$ cat src/ebw_pkg.sv
package ebw_pkg;

  // ****************************************
  // register map (byte offsets)
  // ****************************************
  localparam logic [7:0] EBW_OFS_CTRL = 8'h00;
  localparam logic [7:0] EBW_OFS_STATUS = 8'h04;
  localparam logic [7:0] EBW_OFS_ADDR = 8'h08;
  localparam logic [7:0] EBW_OFS_WDATA = 8'h0C;
  localparam logic [7:0] EBW_OFS_TIMING = 8'h10;
  localparam logic [7:0] EBW_OFS_RDATA = 8'h14;

  // ****************************************
  // field positions
  // ****************************************
  localparam int EBW_CTRL_START = 0;
  localparam int EBW_CTRL_RNW = 1;
  localparam int EBW_STAT_BUSY = 0;
  localparam int EBW_STAT_DONE = 1;
  localparam int EBW_STAT_WCNT = 8;
  localparam int EBW_TIM_AB = 0;
  localparam int EBW_TIM_C = 1;
  localparam int EBW_TIM_D = 3;
  localparam int EBW_TIM_E = 4;
  localparam int EBW_TIM_F = 9;
  localparam int EBW_TIM_RDY_EN = 11;
  localparam int EBW_TIM_RDY_POL = 12;
  localparam int EBW_TIM_RDY_ASYNC = 13;

  // ****************************************
  // reset values and responses
  // ****************************************
  localparam logic [15:0] EBW_ADDR_RST = 16'h0000;
  localparam logic [15:0] EBW_WDATA_RST = 16'h0000;
  localparam logic [15:0] EBW_TIMING_RST = 16'h0000;
  localparam logic [1:0] EBW_RESP_OKAY = 2'h0;
  localparam logic [1:0] EBW_RESP_SLVERR = 2'h2;

  // ****************************************
  // bus cycle phases
  // ****************************************
  typedef enum logic [6:0] {
    EBW_PH_IDLE = 7'h01,
    EBW_PH_AB = 7'h02,
    EBW_PH_C = 7'h04,
    EBW_PH_D = 7'h08,
    EBW_PH_E = 7'h10,
    EBW_PH_RDY = 7'h20,
    EBW_PH_F = 7'h40
  } ebw_ph_e;

  // external bus outputs, all registered
  typedef struct packed {
    logic [15:0] addr;
    logic [15:0] dout;
    logic dout_oe;
    logic rd_n;
    logic wr_n;
    logic cs_n;
    logic ale;
    logic reference_clock_output;
  } ebw_pins_s;

  localparam ebw_pins_s EBW_PINS_RST = '{addr: 16'h0000, dout: 16'h0000, dout_oe: 1'b0,
    rd_n: 1'b1, wr_n: 1'b1, cs_n: 1'b1, ale: 1'b0, reference_clock_output: 1'b0};

endpackage

$ cat src/ebw_sync.sv
module ebw_sync #(
  parameter int WIDTH = 1,
  parameter int STAGES = 2
) (
  input wire logic aclk,
  input wire logic aresetn,
  input wire logic ce,
  input wire logic [WIDTH-1:0] din,
  output logic [WIDTH-1:0] dout
);
  import ebw_pkg::*;

  typedef struct packed {
    logic [STAGES-1:0][WIDTH-1:0] chain;
  } ebw_sync_s;

  ebw_sync_s st_q;
  ebw_sync_s st_d;

  always_comb begin
    st_d = st_q;
    st_d.chain[0] = din;
    for (int i = 1; i < STAGES; i++) begin
      st_d.chain[i] = st_q.chain[i-1];
    end
  end

  always_ff @(posedge aclk) begin
    if (!aresetn) begin
      st_q <= '0;
    end else if (ce) begin
      st_q <= st_d;
    end
  end

  assign dout = st_q.chain[STAGES-1];
endmodule

$ cat src/ebw_ctrl.sv
// Overview of operation
// - read data are captured on the edge that ends the read strobe.
// - address changes before read strobe end cannot alter captured read data.
// - responder stretches a cycle via the handshake; the controller extends it.
// - handshake active polarity is selectable by software.
// - synchronous handshake mode gives the shortest possible cycle.
// - asynchronous mode adds two synchronizer stages and at least one wait state.
// - inactive handshake at a sample point inserts one wait state.
// - active handshake at a sample point ends the bus cycle.
// - sample points differ by mode; sampled only after programmed access units.
// - five phases; access 1 to 32 units, command delay and hold 0 to 3.
//
// The AXI4-Lite slave port and the placing of the registers were chosen for this implementation.
module ebw_ctrl (
  input wire logic aclk,
  input wire logic aresetn,
  input wire logic ce,
  input wire logic [7:0] s_axi_awaddr,
  input wire logic s_axi_awvalid,
  output logic s_axi_awready,
  input wire logic [31:0] s_axi_wdata,
  input wire logic [3:0] s_axi_wstrb,
  input wire logic s_axi_wvalid,
  output logic s_axi_wready,
  output logic [1:0] s_axi_bresp,
  output logic s_axi_bvalid,
  input wire logic s_axi_bready,
  input wire logic [7:0] s_axi_araddr,
  input wire logic s_axi_arvalid,
  output logic s_axi_arready,
  output logic [31:0] s_axi_rdata,
  output logic [1:0] s_axi_rresp,
  output logic s_axi_rvalid,
  input wire logic s_axi_rready,
  input wire logic ext_ready,
  input wire logic [15:0] ext_din,
  output ebw_pkg::ebw_pins_s ext_bus
);
  import ebw_pkg::*;

  // ****************************************
  // state
  // ****************************************
  typedef struct packed {
    ebw_ph_e ph;
    logic [4:0] cnt;
    logic [7:0] wcnt;
    logic rnw;
    logic [15:0] cfg;
    logic go;
    logic done;
    ebw_pins_s pins;
    logic [15:0] rcap;
    logic [15:0] addr_r;
    logic [15:0] wdat_r;
    logic [15:0] tim_r;
    logic ctl_rnw;
    logic awready;
    logic wready;
    logic bvalid;
    logic [1:0] bresp;
    logic arready;
    logic rvalid;
    logic [1:0] rresp;
    logic [31:0] rdata;
    logic aw_have;
    logic w_have;
    logic [7:0] waddr;
    logic [31:0] wdat;
    logic [3:0] wstrb;
  } ebw_st_s;

  localparam ebw_st_s ST_RST = '{ph: EBW_PH_IDLE, cnt: 5'h00, wcnt: 8'h00, rnw: 1'b0,
    cfg: EBW_TIMING_RST, go: 1'b0, done: 1'b0, pins: EBW_PINS_RST, rcap: 16'h0000,
    addr_r: EBW_ADDR_RST, wdat_r: EBW_WDATA_RST, tim_r: EBW_TIMING_RST, ctl_rnw: 1'b0,
    awready: 1'b1, wready: 1'b1, bvalid: 1'b0, bresp: EBW_RESP_OKAY, arready: 1'b1,
    rvalid: 1'b0, rresp: EBW_RESP_OKAY, rdata: 32'h0000_0000, aw_have: 1'b0,
    w_have: 1'b0, waddr: 8'h00, wdat: 32'h0000_0000, wstrb: 4'h0};

  ebw_st_s st_q;
  ebw_st_s st_d;

  logic rdy_base;
  logic rdy_async;
  logic [15:0] din_s;

  // ****************************************
  // input synchronizers
  // ****************************************
  ebw_sync #(.WIDTH(1), .STAGES(2)) u_rdy_pin (
    .aclk(aclk), .aresetn(aresetn), .ce(ce), .din(ext_ready), .dout(rdy_base)
  );

  // extra two stages used only in asynchronous handshake mode
  ebw_sync #(.WIDTH(1), .STAGES(2)) u_rdy_async (
    .aclk(aclk), .aresetn(aresetn), .ce(ce), .din(rdy_base), .dout(rdy_async)
  );

  ebw_sync #(.WIDTH(16), .STAGES(2)) u_din (
    .aclk(aclk), .aresetn(aresetn), .ce(ce), .din(ext_din), .dout(din_s)
  );

  function automatic logic [15:0] wr16(logic [15:0] old, logic [31:0] d, logic [3:0] s);
    logic [15:0] r;
    r = old;
    if (s[0]) r[7:0] = d[7:0];
    if (s[1]) r[15:8] = d[15:8];
    return r;
  endfunction

  logic tick;
  logic async_mode;
  logic rdy_sel;
  logic rdy_act;
  logic e_done;
  logic cyc_end;

  assign async_mode = st_q.cfg[EBW_TIM_RDY_ASYNC];
  assign rdy_sel = async_mode ? rdy_async : rdy_base;
  assign rdy_act = rdy_sel ^ st_q.cfg[EBW_TIM_RDY_POL];
  assign tick = st_q.pins.reference_clock_output;
  assign e_done = st_q.cnt == st_q.cfg[EBW_TIM_E +: 5];

  always_comb begin
    st_d = st_q;
    cyc_end = 1'b0;
    // ****************************************
    // axi4-lite write path
    // ****************************************
    if (s_axi_awvalid && st_q.awready) begin
      st_d.aw_have = 1'b1;
      st_d.waddr = s_axi_awaddr;
    end
    if (s_axi_wvalid && st_q.wready) begin
      st_d.w_have = 1'b1;
      st_d.wdat = s_axi_wdata;
      st_d.wstrb = s_axi_wstrb;
    end
    if (st_q.bvalid && s_axi_bready) begin
      st_d.bvalid = 1'b0;
    end
    if (st_q.aw_have && st_q.w_have && !st_q.bvalid) begin
      st_d.aw_have = 1'b0;
      st_d.w_have = 1'b0;
      st_d.bvalid = 1'b1;
      st_d.bresp = EBW_RESP_OKAY;
      unique case ({st_q.waddr[7:2], 2'b00})
        EBW_OFS_CTRL: begin
          if (st_q.wstrb[0]) begin
            st_d.ctl_rnw = st_q.wdat[EBW_CTRL_RNW];
            if (st_q.wdat[EBW_CTRL_START] && !st_q.go && st_q.ph == EBW_PH_IDLE) begin
              st_d.go = 1'b1;
            end
          end
        end
        EBW_OFS_STATUS: begin
          if (st_q.wstrb[0] && st_q.wdat[EBW_STAT_DONE]) begin
            st_d.done = 1'b0;
          end
        end
        EBW_OFS_ADDR: st_d.addr_r = wr16(st_q.addr_r, st_q.wdat, st_q.wstrb);
        EBW_OFS_WDATA: st_d.wdat_r = wr16(st_q.wdat_r, st_q.wdat, st_q.wstrb);
        EBW_OFS_TIMING: st_d.tim_r = wr16(st_q.tim_r, st_q.wdat, st_q.wstrb);
        EBW_OFS_RDATA: begin
        end
        default: st_d.bresp = EBW_RESP_SLVERR;
      endcase
    end
    st_d.awready = !st_d.aw_have && !st_d.bvalid;
    st_d.wready = !st_d.w_have && !st_d.bvalid;
    // ****************************************
    // axi4-lite read path
    // ****************************************
    if (st_q.rvalid && s_axi_rready) begin
      st_d.rvalid = 1'b0;
      st_d.arready = 1'b1;
    end
    if (s_axi_arvalid && st_q.arready) begin
      st_d.rvalid = 1'b1;
      st_d.arready = 1'b0;
      st_d.rresp = EBW_RESP_OKAY;
      st_d.rdata = 32'h0000_0000;
      unique case ({s_axi_araddr[7:2], 2'b00})
        EBW_OFS_CTRL: st_d.rdata[EBW_CTRL_RNW] = st_q.ctl_rnw;
        EBW_OFS_STATUS: begin
          st_d.rdata[EBW_STAT_BUSY] = st_q.go || st_q.ph != EBW_PH_IDLE;
          st_d.rdata[EBW_STAT_DONE] = st_q.done;
          st_d.rdata[EBW_STAT_WCNT +: 8] = st_q.wcnt;
        end
        EBW_OFS_ADDR: st_d.rdata[15:0] = st_q.addr_r;
        EBW_OFS_WDATA: st_d.rdata[15:0] = st_q.wdat_r;
        EBW_OFS_TIMING: st_d.rdata[15:0] = st_q.tim_r;
        EBW_OFS_RDATA: st_d.rdata[15:0] = st_q.rcap;
        default: st_d.rresp = EBW_RESP_SLVERR;
      endcase
    end
    // ****************************************
    // bus cycle sequencer, advances once per reference clock period
    // ****************************************
    st_d.pins.reference_clock_output = !st_q.pins.reference_clock_output;
    if (tick) begin
      st_d.cnt = st_q.cnt + 5'h01;
      unique case (st_q.ph)
        EBW_PH_IDLE: begin
          if (st_q.go) begin
            st_d.go = 1'b0;
            st_d.ph = EBW_PH_AB;
            st_d.cnt = 5'h00;
            st_d.wcnt = 8'h00;
            st_d.rnw = st_q.ctl_rnw;
            st_d.cfg = st_q.tim_r;
            st_d.pins.addr = st_q.addr_r;
            st_d.pins.dout = st_q.wdat_r;
          end
        end
        EBW_PH_AB: begin
          if (st_q.cnt[0] == st_q.cfg[EBW_TIM_AB]) begin
            st_d.cnt = 5'h00;
            if (st_q.cfg[EBW_TIM_C +: 2] != 2'h0) st_d.ph = EBW_PH_C;
            else if (st_q.cfg[EBW_TIM_D]) st_d.ph = EBW_PH_D;
            else st_d.ph = EBW_PH_E;
          end
        end
        EBW_PH_C: begin
          if (st_q.cnt[1:0] == st_q.cfg[EBW_TIM_C +: 2] - 2'h1) begin
            st_d.cnt = 5'h00;
            st_d.ph = st_q.cfg[EBW_TIM_D] ? EBW_PH_D : EBW_PH_E;
          end
        end
        EBW_PH_D: begin
          st_d.cnt = 5'h00;
          st_d.ph = EBW_PH_E;
        end
        EBW_PH_E: begin
          // handshake is looked at only once the programmed access units are over
          if (e_done) begin
            st_d.cnt = 5'h00;
            if (!st_q.cfg[EBW_TIM_RDY_EN]) begin
              cyc_end = 1'b1;
            end else if (async_mode) begin
              st_d.ph = EBW_PH_RDY;
              st_d.wcnt = 8'h01;
            end else if (rdy_act) begin
              cyc_end = 1'b1;
            end else begin
              st_d.ph = EBW_PH_RDY;
              st_d.wcnt = 8'h01;
            end
          end
        end
        EBW_PH_RDY: begin
          // responder must have withdrawn a stale handshake by now
          st_d.cnt = 5'h00;
          if (rdy_act) begin
            cyc_end = 1'b1;
          end else if (st_q.wcnt != 8'hFF) begin
            st_d.wcnt = st_q.wcnt + 8'h01;
          end
        end
        EBW_PH_F: begin
          if (st_q.cnt[1:0] == st_q.cfg[EBW_TIM_F +: 2] - 2'h1) begin
            st_d.ph = EBW_PH_IDLE;
            st_d.done = 1'b1;
          end
        end
      endcase
      if (cyc_end) begin
        if (st_q.rnw) begin
          st_d.rcap = din_s;
        end
        if (st_q.cfg[EBW_TIM_F +: 2] != 2'h0) begin
          st_d.ph = EBW_PH_F;
        end else begin
          st_d.ph = EBW_PH_IDLE;
          st_d.done = 1'b1;
        end
      end
    end
    // strobes follow the next phase so every pin leaves a flip-flop
    st_d.pins.cs_n = st_d.ph == EBW_PH_IDLE;
    st_d.pins.ale = st_d.ph == EBW_PH_AB;
    st_d.pins.rd_n = !(st_d.rnw && (st_d.ph == EBW_PH_E || st_d.ph == EBW_PH_RDY));
    st_d.pins.wr_n = !(!st_d.rnw && (st_d.ph == EBW_PH_E || st_d.ph == EBW_PH_RDY));
    st_d.pins.dout_oe = !st_d.rnw && (st_d.ph == EBW_PH_D || st_d.ph == EBW_PH_E ||
      st_d.ph == EBW_PH_RDY || st_d.ph == EBW_PH_F);
  end

  always_ff @(posedge aclk) begin
    if (!aresetn) begin
      st_q <= ST_RST;
    end else if (ce) begin
      st_q <= st_d;
    end
  end

  assign s_axi_awready = st_q.awready;
  assign s_axi_wready = st_q.wready;
  assign s_axi_bvalid = st_q.bvalid;
  assign s_axi_bresp = st_q.bresp;
  assign s_axi_arready = st_q.arready;
  assign s_axi_rvalid = st_q.rvalid;
  assign s_axi_rresp = st_q.rresp;
  assign s_axi_rdata = st_q.rdata;
  assign ext_bus = st_q.pins;

  logic samp;
  logic [6:0] e_cyc;
  assign samp = ce && tick && st_q.ph == EBW_PH_RDY;

  always_ff @(posedge aclk) begin
    if (!aresetn || st_q.ph != EBW_PH_E) begin
      e_cyc <= 7'h00;
    end else if (ce) begin
      e_cyc <= e_cyc + 7'h01;
    end
  end
endmodule

$ cat config.mk
export PLATFORM = sky130hd
export DESIGN_NAME = ebw_ctrl
export DESIGN_NICKNAME = d
export VERILOG_FILES = /design/src/ebw_pkg.sv /design/src/ebw_sync.sv /design/src/ebw_ctrl.sv
export SDC_FILE = /design/constraint.sdc
export NUM_CORES = 1
export LEC_CHECK = 0
export BUFFER_PORTS_ARGS = -buffer_cell sky130_fd_sc_hd__buf_2
export CORE_MARGIN = 8
export CORE_UTILIZATION = 50
export DETAILED_ROUTE_END_ITERATION = 7
export PLACE_DENSITY = 0.82
export SETUP_SLACK_MARGIN = 0.4
export SLEW_MARGIN = 20
export SYNTH_ARGS = -nofsm -noshare
export SYNTH_HDL_FRONTEND = slang
export SYNTH_HIERARCHICAL = 1
export SYNTH_SLANG_ARGS = --single-unit
export TNS_END_PERCENT = 1
$ cat constraint.sdc
create_clock -name aclk -period 2.7 [get_ports aclk]
set_input_delay 0.27 -clock aclk [delete_from_list [all_inputs] [get_ports aclk]]
set_output_delay 0.27 -clock aclk [all_outputs]
set_load 0.005 [all_outputs]
==> impl_results.html, run 1 <==
<table>
<tr><th>Metric</th><th>Value</th></tr>
<tr><th colspan="2">Run status</th></tr>
<tr><td>Status</td><td>completed</td></tr>
<tr><th colspan="2">Routing</th></tr>
<tr><td>Final routed DRC violation total</td><td>0</td></tr>
<tr><td>Wire length per cell after detailed routing</td><td>roughly 18 um</td></tr>
<tr><td>Wirelength, routed</td><td>between 20,000 and 30,000 um</td></tr>
<tr><td>Drt first pass iters</td><td>5</td></tr>
<tr><td>DR vias</td><td>8,114</td></tr>
<tr><td>Post-route ant nets</td><td>0</td></tr>
<tr><td>DR iter-0 viols</td><td>606</td></tr>
<tr><td>Via-per-instance ratio</td><td>~5.5</td></tr>
<tr><th colspan="2">Timing</th></tr>
<tr><td>Post-route fraction of the period consumed by the critical path</td><td>96.65%</td></tr>
<tr><td>Setup skew after layout</td><td>14.73 ps</td></tr>
<tr><td>Maximum clock frequency</td><td>about 0.38 GHz</td></tr>
<tr><td>Transition time at the pin with the least slew margin</td><td>870.0 ps</td></tr>
<tr><td>RSZ-0062 raised after global routing</td><td>yes</td></tr>
<tr><td>Normalized max-slew margin</td><td>a little over two fifths</td></tr>
<tr><td>Clock period minus worst slack</td><td>2609 ps</td></tr>
<tr><td>Final max-slew violation count</td><td>0</td></tr>
<tr><td>Hold Vio Cnt, Final</td><td>0</td></tr>
<tr><td>Post-Route Hold Slack</td><td>roughly 7.4 ps</td></tr>
<tr><td>Final setup vio count</td><td>0</td></tr>
<tr><th colspan="2">Min path</th></tr>
<tr><td>Hold/Removal Path Class</td><td>in2reg</td></tr>
<tr><th colspan="2">Logic synthesis</th></tr>
<tr><td>Count of synthesis-stage warnings from yosys</td><td>6</td></tr>
<tr><td>Share of flip-flops with an asynchronous set or reset after synthesis</td><td>0%</td></tr>
<tr><td>Number of synthesized flops with an enable pin</td><td>0</td></tr>
<tr><td>Sequential area share after synthesis</td><td>a little over two fifths</td></tr>
<tr><td>Count of cell types in the netlist</td><td>72</td></tr>
<tr><td>Avg Synthesized Cell Area</td><td>9.369 um^2</td></tr>
<tr><td>Number of synthesized register bits</td><td>225</td></tr>
<tr><td>Number of cells produced by synthesis</td><td>1,132</td></tr>
<tr><td>Total standard cell area after synthesis</td><td>roughly 11,000 um^2</td></tr>
<tr><td>Post-synth top flop</td><td>sky130_fd_sc_hd__dfxtp_1</td></tr>
<tr><th colspan="2">Floorplan</th></tr>
<tr><td>Number of core rows</td><td>53</td></tr>
<tr><td>Die span in x</td><td>roughly 160 um</td></tr>
<tr><td>Die Y</td><td>about 160 um</td></tr>
<tr><td>Area of the core</td><td>about 21,000 um^2</td></tr>
<tr><td>Ports</td><td>between 150 and 200</td></tr>
<tr><td>Area enclosed by the die boundary</td><td>26,130 um^2</td></tr>
<tr><td>Initial Util</td><td>50.77%</td></tr>
<tr><th colspan="2">Cells and area</th></tr>
<tr><td>Combined flip-flop and latch cell area</td><td>4507 um^2</td></tr>
<tr><td>Synth-to-layout area growth</td><td>13.74%</td></tr>
<tr><td>Final std cell area, no fill</td><td>about 12,000 um^2</td></tr>
<tr><td>Number of non-filler instances in the completed layout</td><td>1,485</td></tr>
<tr><td>Final #Nets</td><td>1,274</td></tr>
<tr><td># fillers</td><td>between 1,500 and 2,000</td></tr>
<tr><td>Fraction of the core area covered by cells at the end of the flow</td><td>between 50% and 60%</td></tr>
<tr><td>Combined area of the multi-input logic cells</td><td>about 5400 um^2</td></tr>
<tr><td>Number of antenna cells inserted</td><td>0</td></tr>
<tr><td>Fraction of final layout cells sized beyond drive strength 1</td><td>20.41%</td></tr>
<tr><th colspan="2">Clocking</th></tr>
<tr><td>Clock sinks</td><td>approximately 230</td></tr>
<tr><td>Number of clock buffers inserted by TritonCTS</td><td>24</td></tr>
<tr><td>Max Buffers Root-to-Sink</td><td>3</td></tr>
<tr><td>CTS HTree Levels</td><td>1</td></tr>
<tr><td>Clock Latency Late Sink</td><td>approximately 520 ps</td></tr>
<tr><td>Root cell of the clock tree</td><td>sky130_fd_sc_hd__clkbuf_16</td></tr>
<tr><td>Clock transition time at the flip-flop clock pins of the worst setup and hold paths</td><td>60 ps</td></tr>
<tr><td>Clock tree from TritonCTS</td><td>yes</td></tr>
<tr><th colspan="2">Critical path</th></tr>
<tr><td>Crit path capture type</td><td>flop</td></tr>
<tr><td>Data required, critical path</td><td>3100 ps</td></tr>
<tr><td>Path type of the worst setup path</td><td>reg2reg</td></tr>
<tr><td>Data arrival time of the worst path</td><td>approximately 3000 ps</td></tr>
<tr><td>Crit path max fanout</td><td>3</td></tr>
<tr><td>Crit path launch type</td><td>flop</td></tr>
<tr><th colspan="2">Placed design</th></tr>
<tr><td>Number of buffers added on ports</td><td>about 120</td></tr>
<tr><td>Placer Congestion</td><td>0.8428</td></tr>
<tr><td>Post-detailed-placement half-perimeter wirelength</td><td>18,770 um</td></tr>
<tr><td>Count of placed standard cells including taps</td><td>1,438</td></tr>
<tr><td>Area of placed instances</td><td>11,060 um^2</td></tr>
<tr><th colspan="2">Global route</th></tr>
<tr><td>Gr ovfl total</td><td>0</td></tr>
<tr><td>Antenna violations before repair</td><td>0</td></tr>
<tr><td>Largest net degree at the start of global routing</td><td>70</td></tr>
<tr><td>Via count of the first global-routing pass</td><td>7,975</td></tr>
<tr><td>Wire length of the first global-routing pass</td><td>42,180 um</td></tr>
<tr><td>Total GRT Usage</td><td>between 10% and 20%</td></tr>
<tr><th colspan="2">Job</th></tr>
<tr><td>Total of max-cap violations</td><td>0</td></tr>
<tr><th colspan="2">Power</th></tr>
<tr><td>Power density over the cells</td><td>607.4 nW/um^2</td></tr>
<tr><td>Peak supply drop</td><td>around 0.0005 V</td></tr>
<tr><td>Leak Pwr</td><td>between 0.004 and 0.005 uW</td></tr>
</table>
==> layout by cell type (no fill, tap or decap), types with 5 or more instances in the layout <==
master / Yosys / routed
sky130_fd_sc_hd__nor2b_1: 119 / 119
sky130_fd_sc_hd__dfxtp_1: 225 / 223
sky130_fd_sc_hd__o22ai_1: 6 / 6
sky130_fd_sc_hd__buf_4: 74 / 37
sky130_fd_sc_hd__nand3_1: 15 / 12
sky130_fd_sc_hd__a21oi_1: 10 / 10
sky130_fd_sc_hd__nor3_2: 5 / 6
sky130_fd_sc_hd__a22oi_1: 16 / 16
sky130_fd_sc_hd__mux2_2: 8 / 8
sky130_fd_sc_hd__nand2_1: 172 / 171
sky130_fd_sc_hd__ha_1: 5 / 5
sky130_fd_sc_hd__nor3b_1: 6 / 5
sky130_fd_sc_hd__nor2_1: 25 / 24
sky130_fd_sc_hd__inv_1: 16 / 16
sky130_fd_sc_hd__nand2b_1: 5 / 5
sky130_fd_sc_hd__o21ai_1: 1 / 5
sky130_fd_sc_hd__or3_1: 5 / 5
sky130_fd_sc_hd__buf_2: 1 / 114
sky130_fd_sc_hd__xnor2_1: 14 / 14
sky130_fd_sc_hd__o21ai_0: 17 / 12
sky130_fd_sc_hd__a21boi_0: 67 / 67
sky130_fd_sc_hd__o211a_1: 14 / 14
sky130_fd_sc_hd__clkbuf_16: 0 / 24
sky130_fd_sc_hd__nand4_1: 12 / 12
sky130_fd_sc_hd__xor2_1: 10 / 10
sky130_fd_sc_hd__and2_1: 7 / 8
sky130_fd_sc_hd__mux2i_1: 130 / 129
sky130_fd_sc_hd__nor3_1: 10 / 9
sky130_fd_sc_hd__o221ai_1: 11 / 11
sky130_fd_sc_hd__o211ai_1: 5 / 5
sky130_fd_sc_hd__conb_1: 1 / 18
==> report_power, final <==
group	switching, uW	internal, uW
Clock	1380	2100
Combinational	226	182
Sequential	55.7	3380
==> routing by layer <==
| metal | part of all wire (%) | up-vias | global-route usage, % |
|---|---|---|---|
| met3 | 6.7 | 58 | 4.047 |
| met2 | 46 | 277 | 32.30 |
| met5 | 0 | - | 0 |
| li1 | - | 3919 | - |
| met4 | 2.8 | 0 | 6.439 |
| met1 | 44 | 3860 | 25.37 |
==> cells by family after synthesis <==
family | count (synthesis) | share of synthesized area [%]
simple gates | 407 | 20.15
buf+inv | 157 | 8.931
fa+ha+maj | 5 | 0.5899
other cells | 1 | 0.03536
compound gates | 174 | 12.51
mux | 139 | 13.33
xor+xnor | 24 | 1.982
flops | 225 | 42.47
==> layout make-up <==
class                      instances  area share [%]
multi-input combinational        767           44.36
sequential                       225           37.36
timing repair buffer             158           7.945
clock buffer                      30           5.331
tap                              275           2.852
clock inverter                    14           1.649
inverter                          16          0.4979
==> worst paths after layout <==
path               start              to  slack, ps  cells past startpoint
max            st_q[222]      ext_bus[4]         90                      8
min          ext_din[10]  u_din/st_d[26]          7                      3
max reg2reg    st_q[222]      ext_bus[4]         90                      8
min reg2reg   ext_bus[9]      ext_bus[9]        460                      2
==> per-stage QoR <==
stage | setup TNS (ps) | total power (uW) | setup WS, ps
after floorplan | 0 | 3807 | 120.5
after global placement | 0 | 3898 | 83.59
after detailed placement | 0 | 3910 | 57.34
after CTS | 0 | 7353 | 58.18
after global routing | -35.85 | 7558 | -16.37
final | 0 | 7328 | 90.52
==> timing repair <==
action	in CTS	in global routing
hold buffers	3	0
pin swaps	0	15
resized for setup	2	28
hold endpoints to repair	3	0
setup buffers	0	0
endpoints found under the setup margin	36	86
==> cell usage after synthesis (4+ instances only) <==
master                       n  area [um^2]
sky130_fd_sc_hd__mux2_2      8        90.09
sky130_fd_sc_hd__nand4_1    12        75.07
sky130_fd_sc_hd__o21ai_0    17        85.08
sky130_fd_sc_hd__o221ai_1   11        96.34
sky130_fd_sc_hd__a21boi_0   67        503.0
sky130_fd_sc_hd__o211a_1    14        140.1
sky130_fd_sc_hd__nand2_1   172        645.6
sky130_fd_sc_hd__nand2b_1    5        31.28
sky130_fd_sc_hd__xnor2_1    14        122.6
sky130_fd_sc_hd__and3_1      5        31.28
sky130_fd_sc_hd__buf_4      74        555.5
sky130_fd_sc_hd__buf_6       4        45.04
sky130_fd_sc_hd__a21oi_1    10        50.05
sky130_fd_sc_hd__ha_1        5        62.56
sky130_fd_sc_hd__dfxtp_1   225         4504
sky130_fd_sc_hd__o211ai_1    5        37.54
sky130_fd_sc_hd__o22ai_1     6        37.54
sky130_fd_sc_hd__nor3_2      5        50.05
sky130_fd_sc_hd__xor2_1     10        87.58
sky130_fd_sc_hd__or3_1       5        31.28
sky130_fd_sc_hd__clkbuf_1   56        210.2
sky130_fd_sc_hd__inv_1      16        60.06
sky130_fd_sc_hd__nor2_1     25        93.84
sky130_fd_sc_hd__a22oi_1    16        120.1
sky130_fd_sc_hd__nand3_1    15        75.07
sky130_fd_sc_hd__mux2i_1   130         1301
sky130_fd_sc_hd__nor3b_1     6        45.04
sky130_fd_sc_hd__and2_1      7        43.79
sky130_fd_sc_hd__nor3_1     10        50.05
sky130_fd_sc_hd__nor2b_1   119        744.5
==> critical path: stages, from the launching register on <==
cell and delay (ps):
sky130_fd_sc_hd__dfxtp_2 320, sky130_fd_sc_hd__or4_4 580, sky130_fd_sc_hd__nor4_4 330, sky130_fd_sc_hd__a211o_1 160, sky130_fd_sc_hd__nand4_1 110, sky130_fd_sc_hd__o32a_1 350
sky130_fd_sc_hd__nor2_2 160, sky130_fd_sc_hd__nand3_2 120, sky130_fd_sc_hd__o32a_1 370
==> state kept, by name, summed over array words and instances, names as in the netlist, 16 cells and up <==
signal	cells
st_q	127
ext_bus	37
s_axi_rdata	16
u_din/dout	16
u_din/st_d	16
(Power assumes the default switching activity.)
==> run 2, diff against run 1 <==
Clock period 2.7 ns to 2.3 ns, I/O delays scaled along.
==> impl_results.html, run 2 (synthesized netlist as in run 1, its figures left out) <==
<table>
<tr><th>Metric</th><th>Value</th></tr>
<tr><th colspan="2">Run status</th></tr>
<tr><td>Status</td><td>finished, violations left</td></tr>
<tr><td>Failing checks</td><td>negative setup slack</td></tr>
<tr><th colspan="2">Placed design</th></tr>
<tr><td>Number of buffers added on ports</td><td>115 (unchanged)</td></tr>
<tr><td>Count of placed standard cells including taps</td><td>1,471 (+2.3%)</td></tr>
<tr><td>Worst slack after detailed placement</td><td>-385.0 ps (-442.3 ps)</td></tr>
<tr><td>Post-detailed-placement half-perimeter wirelength</td><td>19,120 um (+1.9%)</td></tr>
<tr><td>Placer Congestion</td><td>0.8731 (+3.6%)</td></tr>
<tr><th colspan="2">Routing</th></tr>
<tr><td>Wire length per cell after detailed routing</td><td>17.98 um (about the same)</td></tr>
<tr><td>Final routed DRC violation total</td><td>0 (unchanged)</td></tr>
<tr><td>Post-route ant nets</td><td>0 (unchanged)</td></tr>
<tr><td>DR iter-0 viols</td><td>535 (-12%)</td></tr>
<tr><td>Via-per-instance ratio</td><td>5.421 (-0.78%)</td></tr>
<tr><td>Wirelength, routed</td><td>27,900 um (+4.5%)</td></tr>
<tr><td>Drt first pass iters</td><td>5 (unchanged)</td></tr>
<tr><td>DR vias</td><td>8,414 (+3.7%)</td></tr>
<tr><th colspan="2">Cells and area</th></tr>
<tr><td>Combined flip-flop and latch cell area</td><td>4506 um^2 (about the same)</td></tr>
<tr><td>Number of non-filler instances in the completed layout</td><td>1,552 (+4.5%)</td></tr>
<tr><td>Max FFs per register</td><td>127 (unchanged)</td></tr>
<tr><td>Largest Register</td><td>st_q</td></tr>
<tr><td>Synth-to-layout area growth</td><td>20.03%</td></tr>
<tr><td>Fraction of final layout cells sized beyond drive strength 1</td><td>22.47% (+2.1 points)</td></tr>
<tr><td>Most frequent cells in the layout</td><td>sky130_fd_sc_hd__dfxtp_1, sky130_fd_sc_hd__nand2_1, sky130_fd_sc_hd__mux2i_1</td></tr>
<tr><td>Most common library cell in the layout ignoring fill and taps</td><td>sky130_fd_sc_hd__dfxtp_1</td></tr>
<tr><td>Combined area of the multi-input logic cells</td><td>5413 um^2 (+1.1%)</td></tr>
<tr><td>Number of antenna cells inserted</td><td>0 (unchanged)</td></tr>
<tr><td># fillers</td><td>1,688 (-3.9%)</td></tr>
<tr><td>Final #Nets</td><td>1,344 (+5.5%)</td></tr>
<tr><th colspan="2">Critical path</th></tr>
<tr><td>Critical Path Max Stage Delay</td><td>570 ps (about the same)</td></tr>
<tr><td>Crit path max fanout</td><td>5 (+2)</td></tr>
<tr><td>Crit path capture type</td><td>flop</td></tr>
<tr><td>Cells along the critical path</td><td>or4_4 -&gt; or4b_4 -&gt; o211ai_2 -&gt; nor3b_4 -&gt; nand4_4 -&gt; nor3_2 -&gt; xnor2_1 -&gt; nor2_1</td></tr>
<tr><td>Path type of the worst setup path</td><td>reg2reg</td></tr>
<tr><td>Crit path launch type</td><td>flop</td></tr>
<tr><td>Data arrival time of the worst path</td><td>3010 ps (about the same)</td></tr>
<tr><td>Critical-path top delay cell</td><td>sky130_fd_sc_hd__or4_4</td></tr>
<tr><td>Data required, critical path</td><td>2710 ps (-390 ps)</td></tr>
<tr><th colspan="2">Floorplan</th></tr>
<tr><td>Area of the core</td><td>20,890 um^2 (unchanged)</td></tr>
<tr><td>Number of core rows</td><td>53 (unchanged)</td></tr>
<tr><td>Ports</td><td>156 (unchanged)</td></tr>
<tr><td>Die span in x</td><td>161.6 um (unchanged)</td></tr>
<tr><td>Die Y</td><td>161.6 um (unchanged)</td></tr>
<tr><td>Initial Util</td><td>50.77% (unchanged)</td></tr>
<tr><td>Area enclosed by the die boundary</td><td>26,130 um^2 (unchanged)</td></tr>
<tr><th colspan="2">Timing</th></tr>
<tr><td>Post-Route Hold Slack</td><td>26.65 ps (+19.23 ps)</td></tr>
<tr><td>Normalized max-slew margin</td><td>51.84% (+10 points)</td></tr>
<tr><td>Final setup vio count</td><td>33 (+33)</td></tr>
<tr><td>Hold Vio Cnt, Final</td><td>0 (unchanged)</td></tr>
<tr><td>Final total negative setup slack</td><td>-4987 ps (-4987 ps)</td></tr>
<tr><td>Clock period minus worst slack</td><td>2593 ps (-16.80 ps)</td></tr>
<tr><td>Setup skew after layout</td><td>12.02 ps (-2.707 ps)</td></tr>
<tr><td>RSZ-0062 raised after global routing</td><td>yes</td></tr>
<tr><td>Post-route fraction of the period consumed by the critical path</td><td>112.7% (+16 points)</td></tr>
<tr><td>Transition time at the pin with the least slew margin</td><td>720.9 ps (-149.1 ps)</td></tr>
<tr><td>Min setup slack post-route</td><td>-292.7 ps (-383.2 ps)</td></tr>
<tr><td>Maximum clock frequency</td><td>0.3857 GHz (+0.65%)</td></tr>
<tr><td>Final max-slew violation count</td><td>0 (unchanged)</td></tr>
<tr><th colspan="2">Job</th></tr>
<tr><td>Total of max-cap violations</td><td>0 (unchanged)</td></tr>
<tr><th colspan="2">Clocking</th></tr>
<tr><td>Number of clock buffers inserted by TritonCTS</td><td>24 (unchanged)</td></tr>
<tr><td>CTS HTree Levels</td><td>1 (unchanged)</td></tr>
<tr><td>Clock sinks</td><td>225 (unchanged)</td></tr>
<tr><td>Clock tree from TritonCTS</td><td>yes</td></tr>
<tr><td>Root cell of the clock tree</td><td>sky130_fd_sc_hd__clkbuf_16</td></tr>
<tr><td>Clock transition time at the flip-flop clock pins of the worst setup and hold paths</td><td>60 ps (about the same)</td></tr>
<tr><td>Max Buffers Root-to-Sink</td><td>3 (unchanged)</td></tr>
<tr><td>Clock Latency Late Sink</td><td>520 ps (about the same)</td></tr>
<tr><td>Number of buffers inserted to repair setup after CTS</td><td>0 (unchanged)</td></tr>
<tr><th colspan="2">Global route</th></tr>
<tr><td>Wire length of the first global-routing pass</td><td>43,840 um (+3.9%)</td></tr>
<tr><td>Total GRT Usage</td><td>20.50% (+0.83 points)</td></tr>
<tr><td>Antenna violations before repair</td><td>0 (unchanged)</td></tr>
<tr><td>Via count of the first global-routing pass</td><td>8,182 (+2.6%)</td></tr>
<tr><td>Gr ovfl total</td><td>0 (unchanged)</td></tr>
<tr><td>Largest net degree at the start of global routing</td><td>88 (+26%)</td></tr>
<tr><th colspan="2">Power</th></tr>
<tr><td>Peak supply drop</td><td>0.0006001 V (+22%)</td></tr>
<tr><td>Power density over the cells</td><td>671.4 nW/um^2 (+11%)</td></tr>
<tr><td>Leak Pwr</td><td>0.005302 uW (+7.5%)</td></tr>
<tr><th colspan="2">Min path</th></tr>
<tr><td>Hold/Removal Path Class</td><td>in2reg</td></tr>
</table>
[run 2: cell count changes in the layout (fill, tap and decap cells not counted), sizes merged]
cell	delta
clkinv	+1
buf	+33
inv	-3
bufinv	-1
dlygate4sd3	+37
[run 2: area by class of cell]
cell class | instances | area share [%]
multi-input cells | 767 | 42.52
flip-flops and latches | 225 | 35.39
repair buffers | 228 | 12.54
clock buffers | 30 | 5.209
well taps | 275 | 2.703
clock inverters | 11 | 1.160
inverters | 16 | 0.4718
[run 2: worst paths after layout]
| kind | from | end | slack [ps] | cells after the start |
|---|---|---|---|---|
| hold / removal | s_axi_rready | s_axi_arready | 30 | 3 |
| setup / recovery | st_q[222] | st_q[216] | -290 | 8 |
| setup reg to reg | st_q[222] | st_q[216] | -290 | 8 |
| hold reg to reg | ext_bus[10] | ext_bus[10] | 450 | 2 |
[run 2: power by group]
group          total (uW)  internal (uW)  switching (uW)
clock                3950           2380            1580
combinational         548            269             279
sequential           4050           3970            72.3
total                8550           6620            1930
[run 2: metrics by stage]
step / instance area, um^2 / util, % / total power, uW
global route: 12730 / 60.94 / 8818
detailed placement: 11320 / 54.20 / 4606
finish: 12730 / 60.94 / 8547
CTS: 12650 / 60.58 / 8575
floorplan: 10670 / - / 4469
global placement: 11320 / 54.20 / 4592
[run 2: layer usage]
metal  vias up  routed length (um)  global-route usage [%]
li1       4067                   -                       -
met1      4000               12560                   26.77
met2       287               12750                   32.93
met3        60                1687                   3.970
met4         0                 909                   7.870
met5         -                   0                       0
[run 2: critical path, delay by kind of cell (launching register included)]
family,cells,cell delay (ps)
simple gates,6,1820
flops,1,320
compound gates,1,200
xor+xnor,1,140
[run 2: what timing repair did]
| action | in CTS | in global routing |
|---|---|---|
| gates cloned | 0 | 0 |
| hold endpoints to repair | 40 | 0 |
| pin swaps | 11 | 10 |
| resized for setup | 24 | 40 |
| setup endpoints to repair | 98 | 101 |
| hold buffers | 40 | 0 |
